===== src/design/fisc_pkg.sv =====
package fisc_pkg;

  // register indices; the bus byte address is four times the index
  localparam logic [7:0] IDX_CTRL = 8'h8e;
  localparam logic [7:0] IDX_RESULT = 8'h8f;
  localparam logic [7:0] IDX_SETUP = 8'h9d;
  localparam logic [7:0] IDX_IEN = 8'ha9;
  localparam logic [7:0] IDX_IFLAG = 8'haa;
  localparam logic [7:0] IDX_IPRI = 8'hb9;
  localparam logic [7:0] IDX_PORT = 8'hc0;
  localparam logic [7:0] IDX_STATUS = 8'hc1;
  localparam logic [7:0] IDX_MASK = 8'hc2;

  localparam logic [9:0] ADR_CTRL = {IDX_CTRL, 2'b00};
  localparam logic [9:0] ADR_RESULT = {IDX_RESULT, 2'b00};
  localparam logic [9:0] ADR_SETUP = {IDX_SETUP, 2'b00};
  localparam logic [9:0] ADR_IEN = {IDX_IEN, 2'b00};
  localparam logic [9:0] ADR_IFLAG = {IDX_IFLAG, 2'b00};
  localparam logic [9:0] ADR_IPRI = {IDX_IPRI, 2'b00};
  localparam logic [9:0] ADR_PORT = {IDX_PORT, 2'b00};
  localparam logic [9:0] ADR_STATUS = {IDX_STATUS, 2'b00};
  localparam logic [9:0] ADR_MASK = {IDX_MASK, 2'b00};

  // field positions
  localparam int FLAG_BIT = 7;
  localparam int REPEAT_BIT = 6;
  localparam int DIV_LSB = 4;
  localparam int SEL_LSB = 2;
  localparam int APE_LSB = 4;
  localparam int PORT_LSB = 4;
  localparam int IRQ_BIT = 3;
  localparam int ST_DONE_BIT = 0;
  localparam int ST_OVR_BIT = 1;

  // prescaler terminal counts for divide by 8, 16, 32, 64
  localparam logic [5:0] TERM_DIV8 = 6'h07;
  localparam logic [5:0] TERM_DIV16 = 6'h0f;
  localparam logic [5:0] TERM_DIV32 = 6'h1f;
  localparam logic [5:0] TERM_DIV64 = 6'h3f;

  // converter clock periods per conversion
  localparam logic [4:0] CONV_TICKS = 5'h14;

  typedef enum logic [0:0] {
    FISC_IDLE = 1'b0,
    FISC_CONV = 1'b1
  } fisc_state_t;

endpackage


===== src/design/fisc_top.sv =====
// The Avalon-MM slave port was decided locally.
`timescale 1ns/100ps
// How it works
// two-bit select routes one of four inputs
// completion loads result and sets finish flag
// finish flag cleared by control write, result read
// repeat mode converts back to back
// converter clock is oscillator over 8..64
// a conversion lasts twenty converter clocks
// selected enabled pin becomes analog input
// port writes skip the converter-held pin
// reading held pin returns port register
// pin enable bits make pins high impedance
// result code clamps at zero and full
// one interrupt request per finished conversion
// interrupt enable bit gates the request
// priority bit selects high or low level
// interrupt flag set, cleared after service
// result register read-only, zero after reset
// software keeps converter clock 500k..2.5M
// control write starts or restarts conversion
module fisc_top
  import fisc_pkg::*;
(
  input wire logic clk,
  input wire logic reset,
  input wire logic [9:0] avs_address,
  input wire logic avs_read,
  input wire logic avs_write,
  input wire logic [31:0] avs_writedata,
  input wire logic [3:0] avs_byteenable,
  output logic [31:0] avs_readdata,
  output logic avs_waitrequest,
  output logic irq,
  output logic sample_irq_req,
  output logic sample_irq_high_prio,
  input wire logic sample_irq_ack,
  output logic ana_clk,
  output logic [1:0] ana_sel,
  output logic ana_active,
  input wire logic [7:0] ana_code,
  input wire logic [3:0] pin_in,
  output logic [3:0] pin_out,
  output logic [3:0] pin_oe_n,
  output logic [3:0] pin_analog
);
  import fisc_pkg::*;

  typedef struct packed {
    logic wait_rq;
    logic [7:0] rdata;
    logic flag;
    logic repeat_mode;
    logic [1:0] sample_clk_div;
    logic [1:0] input_select;
    logic [7:0] result;
    logic [3:0] analog_pin_enable;
    logic irq_en;
    logic irq_pri;
    logic irq_flag;
    logic [3:0] port_data;
    logic [1:0] status;
    logic [1:0] mask;
    logic irq;
    logic sirq;
    logic sirq_hi;
    fisc_state_t state;
    logic [5:0] pre;
    logic [4:0] ticks;
    logic aclk;
    logic active;
    logic [3:0] pin_out;
    logic [3:0] pin_oe_n;
    logic [3:0] pin_ana;
  } fisc_regs_t;

  localparam fisc_regs_t RST_VAL = '{wait_rq: 1'b1, state: FISC_IDLE, default: '0};

  fisc_regs_t st;
  fisc_regs_t nx;
  logic [3:0] taken;
  logic [3:0] port_rd;
  logic done;
  logic launch;

  function automatic logic [5:0] term_of(input logic [1:0] div);
    case (div)
      2'b00: term_of = TERM_DIV8;
      2'b01: term_of = TERM_DIV16;
      2'b10: term_of = TERM_DIV32;
      default: term_of = TERM_DIV64;
    endcase
  endfunction

  ////////////////////////////////////////////////////////////////////////////
  // port pins shared with the converter

  genvar gi;
  generate
    for (gi = 0; gi < 4; gi++) begin : g_pin
      assign taken[gi] = st.analog_pin_enable[gi] && (st.input_select == 2'(gi));
      assign port_rd[gi] = taken[gi] ? st.port_data[gi] : pin_in[gi];
    end
  endgenerate

  ////////////////////////////////////////////////////////////////////////////
  // next state

  always_comb begin
    logic req;
    logic wr;
    logic rd;
    logic [7:0] rv;
    logic [7:0] wd;
    logic [5:0] term;
    logic rd_result;
    logic wr_ctrl;
    nx = st;
    req = avs_read | avs_write;
    wr = avs_write & ~st.wait_rq & avs_byteenable[0];
    rd = avs_read & ~st.wait_rq;
    wd = avs_writedata[7:0];
    term = term_of(st.sample_clk_div);
    rd_result = rd && (avs_address == ADR_RESULT);
    wr_ctrl = wr && (avs_address == ADR_CTRL);
    done = 1'b0;
    launch = 1'b0;

    // one wait state, then the request is taken
    nx.wait_rq = !(req && st.wait_rq);
    rv = 8'h00;
    case (avs_address)
      ADR_CTRL: begin
        rv[FLAG_BIT] = st.flag;
        rv[REPEAT_BIT] = st.repeat_mode;
        rv[DIV_LSB +: 2] = st.sample_clk_div;
        rv[SEL_LSB +: 2] = st.input_select;
      end
      ADR_RESULT: rv = st.result;
      ADR_SETUP: rv[APE_LSB +: 4] = st.analog_pin_enable;
      ADR_IEN: rv[IRQ_BIT] = st.irq_en;
      ADR_IFLAG: rv[IRQ_BIT] = st.irq_flag;
      ADR_IPRI: rv[IRQ_BIT] = st.irq_pri;
      ADR_PORT: rv[PORT_LSB +: 4] = port_rd;
      ADR_STATUS: rv[1:0] = st.status;
      ADR_MASK: rv[1:0] = st.mask;
      default: rv = 8'h00;
    endcase
    if (req && st.wait_rq) begin
      nx.rdata = rv;
    end

    // conversion timing
    if (st.state == FISC_CONV) begin
      if (st.pre == term) begin
        nx.pre = 6'h00;
        if (st.ticks == CONV_TICKS - 5'h01) begin
          done = 1'b1;
          nx.ticks = 5'h00;
          if (st.repeat_mode) begin
            launch = 1'b1;
          end else begin
            nx.state = FISC_IDLE;
          end
        end else begin
          nx.ticks = st.ticks + 5'h01;
        end
      end else begin
        nx.pre = st.pre + 6'h01;
      end
    end

    // register writes; result has no write path
    if (wr) begin
      case (avs_address)
        ADR_CTRL: begin
          nx.repeat_mode = wd[REPEAT_BIT];
          nx.sample_clk_div = wd[DIV_LSB +: 2];
          nx.input_select = wd[SEL_LSB +: 2];
        end
        ADR_SETUP: nx.analog_pin_enable = wd[APE_LSB +: 4];
        ADR_IEN: nx.irq_en = wd[IRQ_BIT];
        ADR_IPRI: nx.irq_pri = wd[IRQ_BIT];
        ADR_PORT: begin
          for (int i = 0; i < 4; i++) begin
            if (!taken[i]) begin
              nx.port_data[i] = wd[PORT_LSB + i];
            end
          end
        end
        ADR_STATUS: nx.status = st.status & ~wd[1:0];
        ADR_MASK: nx.mask = wd[1:0];
        default: nx.mask = nx.mask;
      endcase
    end

    // clears first so a completion in the same cycle wins
    if (wr_ctrl || rd_result) begin
      nx.flag = 1'b0;
    end
    if (sample_irq_ack) begin
      nx.irq_flag = 1'b0;
    end

    if (wr_ctrl) begin
      launch = 1'b1;
      nx.state = FISC_CONV;
      nx.pre = 6'h00;
      nx.ticks = 5'h00;
    end

    if (done) begin
      nx.result = ana_code;
      nx.flag = 1'b1;
      nx.irq_flag = 1'b1;
      nx.status[ST_DONE_BIT] = 1'b1;
      if (st.flag && !rd_result) begin
        nx.status[ST_OVR_BIT] = 1'b1;
      end
    end

    nx.irq = |(nx.status & nx.mask);
    nx.sirq = nx.irq_flag & nx.irq_en;
    nx.sirq_hi = nx.irq_pri;
    nx.active = (nx.state == FISC_CONV);
    nx.aclk = nx.active && (nx.pre > (term_of(nx.sample_clk_div) >> 1));
    for (int i = 0; i < 4; i++) begin
      nx.pin_oe_n[i] = nx.analog_pin_enable[i];
      nx.pin_out[i] = nx.port_data[i];
      nx.pin_ana[i] = nx.analog_pin_enable[i] && (nx.input_select == 2'(i));
    end
  end

  always_ff @(posedge clk) begin
    if (reset) begin
      st <= RST_VAL;
    end else begin
      st <= nx;
    end
  end

  assign avs_readdata = {24'h000000, st.rdata};
  assign avs_waitrequest = st.wait_rq;
  assign irq = st.irq;
  assign sample_irq_req = st.sirq;
  assign sample_irq_high_prio = st.sirq_hi;
  assign ana_clk = st.aclk;
  assign ana_sel = st.input_select;
  assign ana_active = st.active;
  assign pin_out = st.pin_out;
  assign pin_oe_n = st.pin_oe_n;
  assign pin_analog = st.pin_ana;

  ////////////////////////////////////////////////////////////////////////////
  // checks

  logic [11:0] conv_cyc;
  always_ff @(posedge clk) begin
    if (reset || launch) begin
      conv_cyc <= 12'h000;
    end else begin
      conv_cyc <= conv_cyc + 12'h001;
    end
  end

  logic ctrl_wr_t;
  logic res_rd_t;
  logic port_wr_t;
  assign ctrl_wr_t = avs_write && !avs_waitrequest && avs_byteenable[0]
                     && (avs_address == ADR_CTRL);
  assign res_rd_t = avs_read && !avs_waitrequest && (avs_address == ADR_RESULT);
  assign port_wr_t = avs_write && !avs_waitrequest && avs_byteenable[0]
                     && (avs_address == ADR_PORT);
endmodule


===== config.mk =====
export PLATFORM = sky130hd
export DESIGN_NAME = fisc_top
export DESIGN_NICKNAME = d
export VERILOG_FILES = /design/src/design/fisc_pkg.sv /design/src/design/fisc_top.sv
export SDC_FILE = /design/constraint.sdc
export NUM_CORES = 1
export LEC_CHECK = 0
export BUFFER_PORTS_ARGS = -buffer_cell sky130_fd_sc_hd__clkbuf_2
export CAP_MARGIN = 20
export CORE_ASPECT_RATIO = 1.4
export CORE_MARGIN = 2
export CORE_UTILIZATION = 49
export DETAILED_ROUTE_END_ITERATION = 7
export MAX_ROUTING_LAYER = met4
export PLACE_DENSITY = 0.8
export SETUP_SLACK_MARGIN = 0.15
export SLEW_MARGIN = 20
export SYNTH_ARGS = -nofsm -noshare
export SYNTH_HDL_FRONTEND = slang
export SYNTH_SLANG_ARGS = --single-unit

===== constraint.sdc =====
create_clock -name clk -period 4.7 [get_ports clk]
set_input_delay 0.235 -clock clk [delete_from_list [all_inputs] [get_ports clk]]
set_output_delay 0.235 -clock clk [all_outputs]
set_load 0.01 [all_outputs]

==> results of run 1 <==
-- stage by stage --
step | hold slack [ns] | setup slack [ns] | instance area, sq um | util (%) | power, mW
6_report | 0.142 | 2.17 | 3600 | 55.2 | 1.10
5_1_grt | 0.138 | 1.93 | 3600 | 55.2 | 1.13
4_1_cts | 0.145 | 2.17 | 3600 | 55.2 | 1.10
3_5_place_dp | 0.449 | 2.21 | 3370 | 51.7 | 0.580
3_3_place_gp | 0.444 | 2.31 | 3370 | 51.7 | 0.579
2_1_floorplan | 0.371 | 2.63 | 3370 | - | 0.565
-- cell usage in the layout (no fill, tap or decap), types with 4 or more instances in the layout --
cell type,netlist,routed
inv_1,4,4
nor2b_1,11,11
clkbuf_8,0,11
nand3b_1,5,5
nor2_1,36,36
nor3_1,9,9
mux2i_1,23,23
o21ai_0,13,13
conb_1,1,24
ha_1,5,5
dfxtp_1,57,57
nand3_1,15,15
and3_1,4,4
clkbuf_2,2,63
xor2_1,4,4
nand4_1,16,16
a21oi_1,24,24
nand2_1,29,29
-- final timing paths --
| path | endpoint | from | slack, ns |
|---|---|---|---|
| max reg2reg | ana_clk | st[54] | 2.17 |
| min reg2reg | avs_readdata[3] | avs_readdata[3] | 0.46 |
| min | st[44] | ana_code[0] | 0.14 |
| max | ana_clk | st[54] | 2.17 |
-- cell usage after synthesis (2+ instances only) --
master and n:
o211ai_1 2, and3_1 4, xnor2_1 3, nor4_1 3, o21ai_1 2, a21oi_1 24, nand3b_1 5, o21a_1 3
buf_1 2, clkbuf_2 2, nor4bb_1 3, o21ai_0 13, nor3_1 9, a31oi_1 3, a21oi_2 2, buf_2 3
nand2b_1 3, xor2_1 4, nor3b_1 2, nand4_1 16, dfxtp_1 57, buf_4 48, nand3_1 15, nor2_1 36
o32ai_1 3, inv_1 4, nand2_1 29, clkbuf_1 7, a211oi_1 3, and2_1 3, mux2i_1 23, ha_1 5
nor2b_1 11, o31ai_1 3, a21boi_0 2, and3b_1 2
-- metal layers --
metal | vias up | global-route usage (%) | part of all wire, %
met5 | - | - | 0
met4 | 0 | 9.97 | 3.5
met3 | 23 | 5.50 | 5.2
met2 | 90 | 38.7 | 53
met1 | 1318 | 24.3 | 39
li1 | 1377 | - | -
-- registers in the layout, indices dropped and copies added, names as in the netlist --
register	flops
pin_analog	4
ana_clk	1
st	29
pin_oe_n	4
avs_waitrequest	1
avs_readdata	8
pin_out	4
ana_sel	2
irq	1
ana_active	1
sample_irq_high_prio	1
sample_irq_req	1
-- cell families after synthesis --
family / count (synthesis) / share of synthesized area, %
compound gates: 70 / 13.8
fa+ha+maj: 5 / 1.90
mux: 25 / 8.04
flops: 57 / 34.7
buf+inv: 67 / 13.6
xor+xnor: 7 / 1.87
other cells: 1 / 0.114
simple gates: 152 / 26.0
-- power by group --
group,switching (mW),internal (mW)
logic,0.0529,0.0264
clock network,0.200,0.327
registers,0.00277,0.487
total,0.256,0.841
-- area by class of cell --
class,instances,area (sq um)
fillers,616,2920
repair buffers,66,338
flip-flops and latches,57,1140
multi-input cells,283,1780
inverters,4,15.0
clock inverters,4,75.1
clock buffers,12,155
well taps,74,92.6
-- worst max-delay path, delay by kind of cell (launching register included) --
kind | cells | cell delay, ns
AOI/OAI and AO/OA | 5 | 1.16
DFF | 1 | 0.44
and+or+nand+nor | 3 | 0.48
adders and majority gates | 1 | 0.33
==> metrics.md, run 1 <==
| Metric | Value |
|---|---|
| DR vias | 2,808 |
| Hpwl dp | 5.83 mm |
| Slew Viols, Final | 0 |
| Top cell type's share of synthesized area | 34.7% |
| Crit path cell chain | nor3b_1 > o21ai_0 > a21oi_2 > nor3_1 > ha_1 > a21oi_1 > nor2b_1 > o32ai_1 > a21boi_1 |
| Slowest cell on the critical path | a21oi_2 |
| Row count | 35 |
| Clock root buffer | clkbuf_8 |
| Die area | 7380 sq um |
| Largest net degree at the start of global routing | 49 |
| Syn Area/Cell | 8.55 sq um |
| ANT cells | 0 |
| Vias in the first global route | 2,657 |
| Number of enable flip-flop cells after synthesis | 0 |
| #FFs+latches synth | 57 |
| Setup TNS | 0 ns |
| Synthesis warning total | 0 |
| Tmin final | 2.53 ns |
| Cells after DPL | 484 |
| Sequential area share after synthesis | 34.7% |
| Reg clk slew, reported paths | 0.07 ns |
| Status | complete, no violations |
| Final WL | 7.73 mm |
| Count of final setup violators | 0 |
| Placer Congestion | 0.893 |
| Max transition margin | 34.8% |
| Max cap viols | 0 |
| Share of post-route cells with drive strength above 1 | 22.3% |
| Worst-Margin Slew | 0.978 ns |
| Die width | 73.2 um |
| Critical Path RT | 4.93 ns |
| Nets | 489 |
| Final setup skew | 0.00770 ns |
| Slowest cell delay on critical path | 0.61 ns |
| Clock Sinks | 57 |
| Final period utilization | 53.7% |
| Global-route wire length before repair | 12.5 mm |
| H-tree depth | 3 |
| CP Class | reg2reg |
| Synthesized instance count | 384 |
| CTS resizes | 0 |
| Starting Density | 50.3% |
| Critical Path AT | 2.76 ns |
| Hold_buf cts | 0 |
| CTS tree | yes |
| Synth cell types | 61 |
| Max FO, Critical Path | 14 |
| Maximum clock rate | 396 MHz |
| Leak | 1.53 nW |
| Vias per cell | 5.62 |
| Synth top area cells | dfxtp_1, buf_4, mux2i_1 |
| Critical Path Source Type | flip-flop |
| Worst skew pair latency | 0.34 ns |
| Residual DRC count | 0 |
| Synth area leader | dfxtp_1 |
| Hold crit path type | in2reg |
| Hold path depth | 3 |
| Ports | 115 |
| Core Footprint | 6530 sq um |
| WL/cell | 15.5 um |
| R2R depth | 9 |
| Final hold violation count | 0 |
| Port Buffers | 63 |
| Final antenna-violating net count | 0 |
| Cell Area, Synth | 3280 sq um |
| PwrDens | 305 nW/um^2 |
| Area Overhead vs Synth | 9.64% |
| DRT Pass-1 Iters | 5 |
| Num CTS Buffers | 9 |
| Worst setup EP type | flip-flop |
| Most common flop cell mapped by yosys | dfxtp_1 |
| Setup bufs post-CTS | 0 |
| Worst IR Drop VDD | 0.182 mV |
| Initial antenna violation count | 0 |
| Max Buffers Root-to-Sink | 2 |
| Unrepaired setup endpoints after global routing | no |
| Gr ovfl total | 0 |
| Final non-filler cell total | 500 |
| Gr usage total | 22.6% |
| Synth async-reset ratio | 0% |
| Number of DRC markers in iteration 0 | 220 |
| Die height | 101 um |
Power figures use the tool's default switching activity.
==> run 2, diff against run 1 <==
Settings changed: CORE_UTILIZATION 49 to 45, PLACE_DENSITY 0.8 to 0.77.
Clock period 4.7 ns to 2.26 ns, I/O delays scaled along.
==> metrics.md, run 2 (synthesized netlist as in run 1, its figures left out) <==
| Metric | Value |
|---|---|
| Hpwl dp | 6.13 mm (+5.1%) |
| Slowest cell delay on critical path | 0.47 ns (-0.14 ns) |
| R2R depth | 9 (unchanged) |
| Gr ovfl total | 0 (unchanged) |
| Die area | 8010 sq um (+8.5%) |
| Cells after DPL | 514 (+6.2%) |
| Die height | 105 um (+4.2%) |
| Final WL | 7.98 mm (+3.3%) |
| Final antenna-violating net count | 0 (unchanged) |
| Area of the multi-input gates | 1810 sq um (+1.3%) |
| Slowest cell on the critical path | dfxtp_1 |
| Max FO, Critical Path | 7 (-7) |
| Max cap viols | 0 (unchanged) |
| DRT Pass-1 Iters | 4 (-1) |
| Global-route wire length before repair | 12.9 mm (+3.2%) |
| Vias in the first global route | 2,708 (+1.9%) |
| Final hold violation count | 0 (unchanged) |
| Hold path depth | 3 (unchanged) |
| Port Buffers | 63 (unchanged) |
| Max Buffers Root-to-Sink | 2 (unchanged) |
| Buf/Inv on CP | 0 (unchanged) |
| Storage element area | 1140 sq um (unchanged) |
| Max transition margin | 56.1% (+21 points) |
| Commonest cells after routing, fill and taps aside | clkbuf_2, dfxtp_1, nor2_1 |
| Core Footprint | 7030 sq um (+7.7%) |
| DR vias | 2,839 (+1.1%) |
| Die width | 76.2 um (+4.1%) |
| Vias per cell | 5.36 (-4.6%) |
| CP Launch Point | st[55] |
| Largest register FFs | 29 (unchanged) |
| Top delay family on crit path | compound AO/OA/AOI/OAI gates |
| Worst skew pair latency | 0.34 ns (about the same) |
| Final setup skew | 0.00830 ns (+0.000596 ns) |
| Maximum clock rate | 479 MHz (+21%) |
| Critical Path Stages | 9 (unchanged) |
| Residual DRC count | 0 (unchanged) |
| R2r setup slk | 0.17 ns (-2.00 ns) |
| Worst R2R End | ana_clk |
| Count of final setup violators | 0 (unchanged) |
| Clock Sinks | 57 (unchanged) |
| Final non-filler cell total | 530 (+6.0%) |
| Starting Density | 46.7% (-3.6 points) |
| Ports | 115 (unchanged) |
| Initial antenna violation count | 0 (unchanged) |
| Row count | 36 (+2.9%) |
| # fillers | 710 (+15%) |
| PwrDens | 580 nW/um^2 (+90%) |
| Reg clk slew, reported paths | 0.06 ns (about the same) |
| Area Overhead vs Synth | 12.3% |
| ANT cells | 0 (unchanged) |
| Gr usage total | 20.8% (-1.8 points) |
| Slew Viols, Final | 0 (unchanged) |
| Tmin final | 2.09 ns (-0.436 ns) |
| Final period utilization | 92.5% (+39 points) |
| Most common cell after layout, fill and taps aside | clkbuf_2 |
| Largest net degree at the start of global routing | 34 (-31%) |
| WL/cell | 15.1 um (-2.5%) |
| Leak | 1.57 nW (+2.8%) |
| Number of DRC markers in iteration 0 | 182 (-17%) |
| Critical Path RT | 2.49 ns (-2.44 ns) |
| Worst-Margin Slew | 0.658 ns (-0.320 ns) |
| H-tree depth | 3 (unchanged) |
| Placer Congestion | 0.953 (+6.8%) |
| Num CTS Buffers | 9 (unchanged) |
| FF-to-FF Start | st[55] |
| Nets | 499 (+2.0%) |
| Crit path cell chain | nor2_1 > a22oi_1 > a21oi_2 > nor3_1 > ha_1 > a21oi_1 > nor2b_1 > o32ai_1 > a21boi_1 |
| Setup TNS | 0 ns (unchanged) |
| Hold Crit Endpoint | st[45] |
| CP Class | reg2reg |
| Clock root buffer | clkbuf_8 |
| Worst IR Drop VDD | 0.446 mV (+140%) |
| Unrepaired setup endpoints after global routing | yes |
| Critical Path Source Type | flip-flop |
| Critical Path AT | 2.32 ns (-0.44 ns) |
| Worst hold path startpoint | ana_code[1] |
| CTS tree | yes |
| Reg with most FFs | st |
| Share of post-route cells with drive strength above 1 | 25.1% (+2.8 points) |
| Status | complete, no violations |
| Worst setup EP type | flip-flop |
| Hold crit path type | in2reg |
## run 2: worst register-to-register path, cell delays in order (launching register included)
cell	delay (ns)
dfxtp_1	0.47
nor2_1	0.13
a22oi_1	0.37
a21oi_2	0.11
nor3_1	0.23
ha_1	0.28
a21oi_1	0.13
nor2b_1	0.06
o32ai_1	0.11
a21boi_1	0.09
## run 2: routing by layer
metal | routed length (um) | vias up | part of all wire, % | track usage (%)
li1 | - | 1401 | - | -
met1 | 3110 | 1328 | 39 | 21.7
met2 | 4290 | 91 | 54 | 36.9
met3 | 386 | 19 | 4.8 | 4.15
met4 | 196 | 0 | 2.5 | 10.5
met5 | 0 | - | 0 | -
## run 2: worst max path at each step
stage,end
2_1_floorplan,ana_clk
3_3_place_gp,ana_clk
3_5_place_dp,ana_clk
4_1_cts,ana_clk
5_1_grt,ana_clk
6_report,ana_clk
## run 2: layout make-up
type | count | share of cell area (%)
clock buffers | 12 | 4.20
clock inverters | 3 | 1.09
inverters | 4 | 0.407
multi-input cells | 283 | 49.0
flip-flops and latches | 57 | 30.9
well taps | 95 | 3.22
repair buffers | 76 | 11.2
## run 2: power breakdown
group	total (mW)	switching (mW)	leakage, nW	internal [mW]
Clock	0.949	0.390	0.102	0.559
Sequential	1.02	0.00582	0.460	1.01
Combinational	0.171	0.112	1.01	0.0586
Total	2.14	0.508	1.57	1.63
## run 2: what timing repair did
action / CTS / global route
setup buffers: 1 / 0
pin swaps: 1 / 1
hold buffers: 0 / 0
resized for setup: 2 / 4
setup endpoints to repair: 1 / 8
## run 2: stage by stage
step / util, % / area, sq um / hold WS [ns] / setup WS, ns / total power, mW
2_1_floorplan: - / 3370 / 0.249 / 0.185 / 1.18
3_3_place_gp: 49.3 / 3460 / 0.364 / 0.172 / 1.21
3_5_place_dp: 49.3 / 3460 / 0.378 / 0.126 / 1.21
4_1_cts: 52.2 / 3670 / 0.0162 / 0.155 / 2.15
5_1_grt: 52.5 / 3690 / 0.0226 / 0.0455 / 2.21
6_report: 52.5 / 3690 / 0.0214 / 0.170 / 2.14
==> run 3, diff against run 2 <==
Settings changed: RECOVER_POWER from default to 50.
==> metrics.md, run 3 (synthesized netlist as in run 1, its figures left out) <==
| Metric | Value |
|---|---|
| Gr ovfl total | 0 (unchanged) |
| Slew Viols, Final | 0 (unchanged) |
| Crit path cell chain | and4bb_1 > nand4_4 > and3_1 > a31oi_1 > ha_1 > nor2b_1 > o32ai_1 > a21boi_1 |
| Max transition margin | 55.0% (-1.1 points) |
| WL/cell | 15.1 um (+0.18%) |
| Ports | 115 (unchanged) |
| Hold_buf cts | 0 (unchanged) |
| Port Buffers | 63 (unchanged) |
| Vias in the first global route | 2,708 (unchanged) |
| Commonest cells after routing, fill and taps aside | dfxtp_1, nor2_1, clkbuf_2 |
| Tmin final | 2.11 ns (+0.0159 ns) |
| Clock Sinks | 57 (unchanged) |
| Row count | 36 (unchanged) |
| Core Footprint | 7030 sq um (unchanged) |
| Status | complete, no violations |
| Final WL | 8.00 mm (+0.18%) |
| Clock root buffer | clkbuf_8 |
| Max cap viols | 0 (unchanged) |
| Hold crit path type | in2reg |
| WHS | 0.0204 ns (-0.00107 ns) |
| Setup TNS | 0 ns (unchanged) |
| Hold path depth | 3 (unchanged) |
| Worst-Margin Slew | 0.675 ns (+0.0169 ns) |
| Share of post-route cells with drive strength above 1 | 17.7% (-7.4 points) |
| Vias per cell | 5.30 (-1.1%) |
| Post-Place Setup Slack | 0.126 ns (unchanged) |
| Worst IR Drop VDD | 0.447 mV (+0.37%) |
| Max Buffers Root-to-Sink | 2 (unchanged) |
| Placer Congestion | 0.953 (unchanged) |
| Area Overhead vs Synth | 10.9% |
| DRT Pass-1 Iters | 4 (unchanged) |
| Die height | 105 um (unchanged) |
| Critical Path RT | 2.49 ns (about the same) |
| Max FO, Critical Path | 10 (+3) |
| Worst setup slack after layout | 0.154 ns (-0.0159 ns) |
| Gr usage total | 20.8% (unchanged) |
| Final setup skew | 0.0102 ns (+0.00189 ns) |
| Nets | 499 (unchanged) |
| Unrepaired setup endpoints after global routing | yes |
| Die area | 8010 sq um (unchanged) |
| Worst setup EP type | flip-flop |
| Starting Density | 46.7% (unchanged) |
| Number of DRC markers in iteration 0 | 131 (-28%) |
| Reg with most FFs | st |
| CTS tree | yes |
| Most common cell after layout, fill and taps aside | dfxtp_1 |
| Initial antenna violation count | 0 (unchanged) |
| Die width | 76.2 um (unchanged) |
| Util after Layout | 51.8% (-0.68 points) |
| Reg clk slew, reported paths | 0.06 ns (about the same) |
| Final period utilization | 93.2% (+0.70 points) |
| Critical Path Source Type | flip-flop |
| Worst skew pair latency | 0.34 ns (about the same) |
| Maximum clock rate | 475 MHz (-0.75%) |
| Largest net degree at the start of global routing | 34 (unchanged) |
| Num CTS Buffers | 9 (unchanged) |
| Global-route wire length before repair | 12.9 mm (unchanged) |
| PwrDens | 588 nW/um^2 (+1.3%) |
| Final antenna-violating net count | 0 (unchanged) |
| Residual DRC count | 0 (unchanged) |
| Final hold violation count | 0 (unchanged) |
| Hpwl dp | 6.13 mm (unchanged) |
| DR vias | 2,809 (-1.1%) |
| Slowest cell delay on critical path | 0.42 ns (-0.05 ns) |
| H-tree depth | 3 (unchanged) |
| R2R depth | 8 (-1) |
| Slowest cell on the critical path | and4bb_1 |
| Count of final setup violators | 0 (unchanged) |
| ANT cells | 0 (unchanged) |
| Largest register FFs | 29 (unchanged) |
| CP Class | reg2reg |
| Critical Path AT | 2.33 ns (about the same) |
| Leak | 1.47 nW (-6.4%) |
-- run 3: cell types whose count changed in the layout (fill, tap and decap cells not counted), sizes merged --
| cell | delta |
|---|---|
| buf | -2 |
| clkbuf | +2 |
-- run 3: worst max-delay path, delay by kind of cell, from the launching register on --
kind / cells / cell delay [ns]
AOI/OAI and AO/OA: 3 / 0.35
DFF: 1 / 0.35
adders and majority gates: 1 / 0.26
and+or+nand+nor: 4 / 1.04
-- run 3: power by group --
part / leakage [nW] / switching [mW] / internal (mW) / total (mW)
Clock: 0.102 / 0.394 / 0.559 / 0.953
Combinational: 0.908 / 0.112 / 0.0555 / 0.168
Sequential: 0.460 / 0.00581 / 1.01 / 1.02
Total: 1.47 / 0.512 / 1.63 / 2.14
-- run 3: metrics by stage --
stage | instances | total power [mW] | instance area, sq um
floorplan | 407 | 1.18 | 3370
global placement | 514 | 1.21 | 3460
detailed placement | 514 | 1.21 | 3460
CTS | 530 | 2.15 | 3670
global route | 530 | 2.21 | 3640
finish | 530 | 2.14 | 3640
-- run 3: path summary, 6_finish.rpt --
kind / slack, ns / start / end
min: 0.02 / ana_code[1] / st[45]
min reg2reg: 0.46 / avs_readdata[3] / avs_readdata[3]
max: 0.15 / avs_waitrequest / ana_clk
max reg2reg: 0.15 / avs_waitrequest / ana_clk
-- run 3: area by class of cell --
| cell class | instances | area, sq um |
|---|---|---|
| fill | 726 | 3380 |
| multi-input combinational | 283 | 1800 |
| sequential | 57 | 1140 |
| timing repair buffer | 76 | 370 |
| clock buffer | 12 | 155 |
| tap | 95 | 119 |
| clock inverter | 3 | 40.0 |
| inverter | 4 | 15.0 |
-- run 3: timing repair --
| item | 4_1_cts | 5_1_grt |
|---|---|---|
| gates resized for setup | 2 | 4 |
| setup endpoints to repair | 1 | 8 |
| pin swaps | 1 | 1 |
| setup buffers | 1 | 0 |
-- run 3: metal layers --
metal  wire, um  vias to the layer above  global-route usage (%)
met5          0                        -                       -
met4        189                        0                    10.5
met3        370                       20                    4.15
met2       4270                       81                    36.9
met1       3170                     1313                    21.7
li1           -                     1395                       -
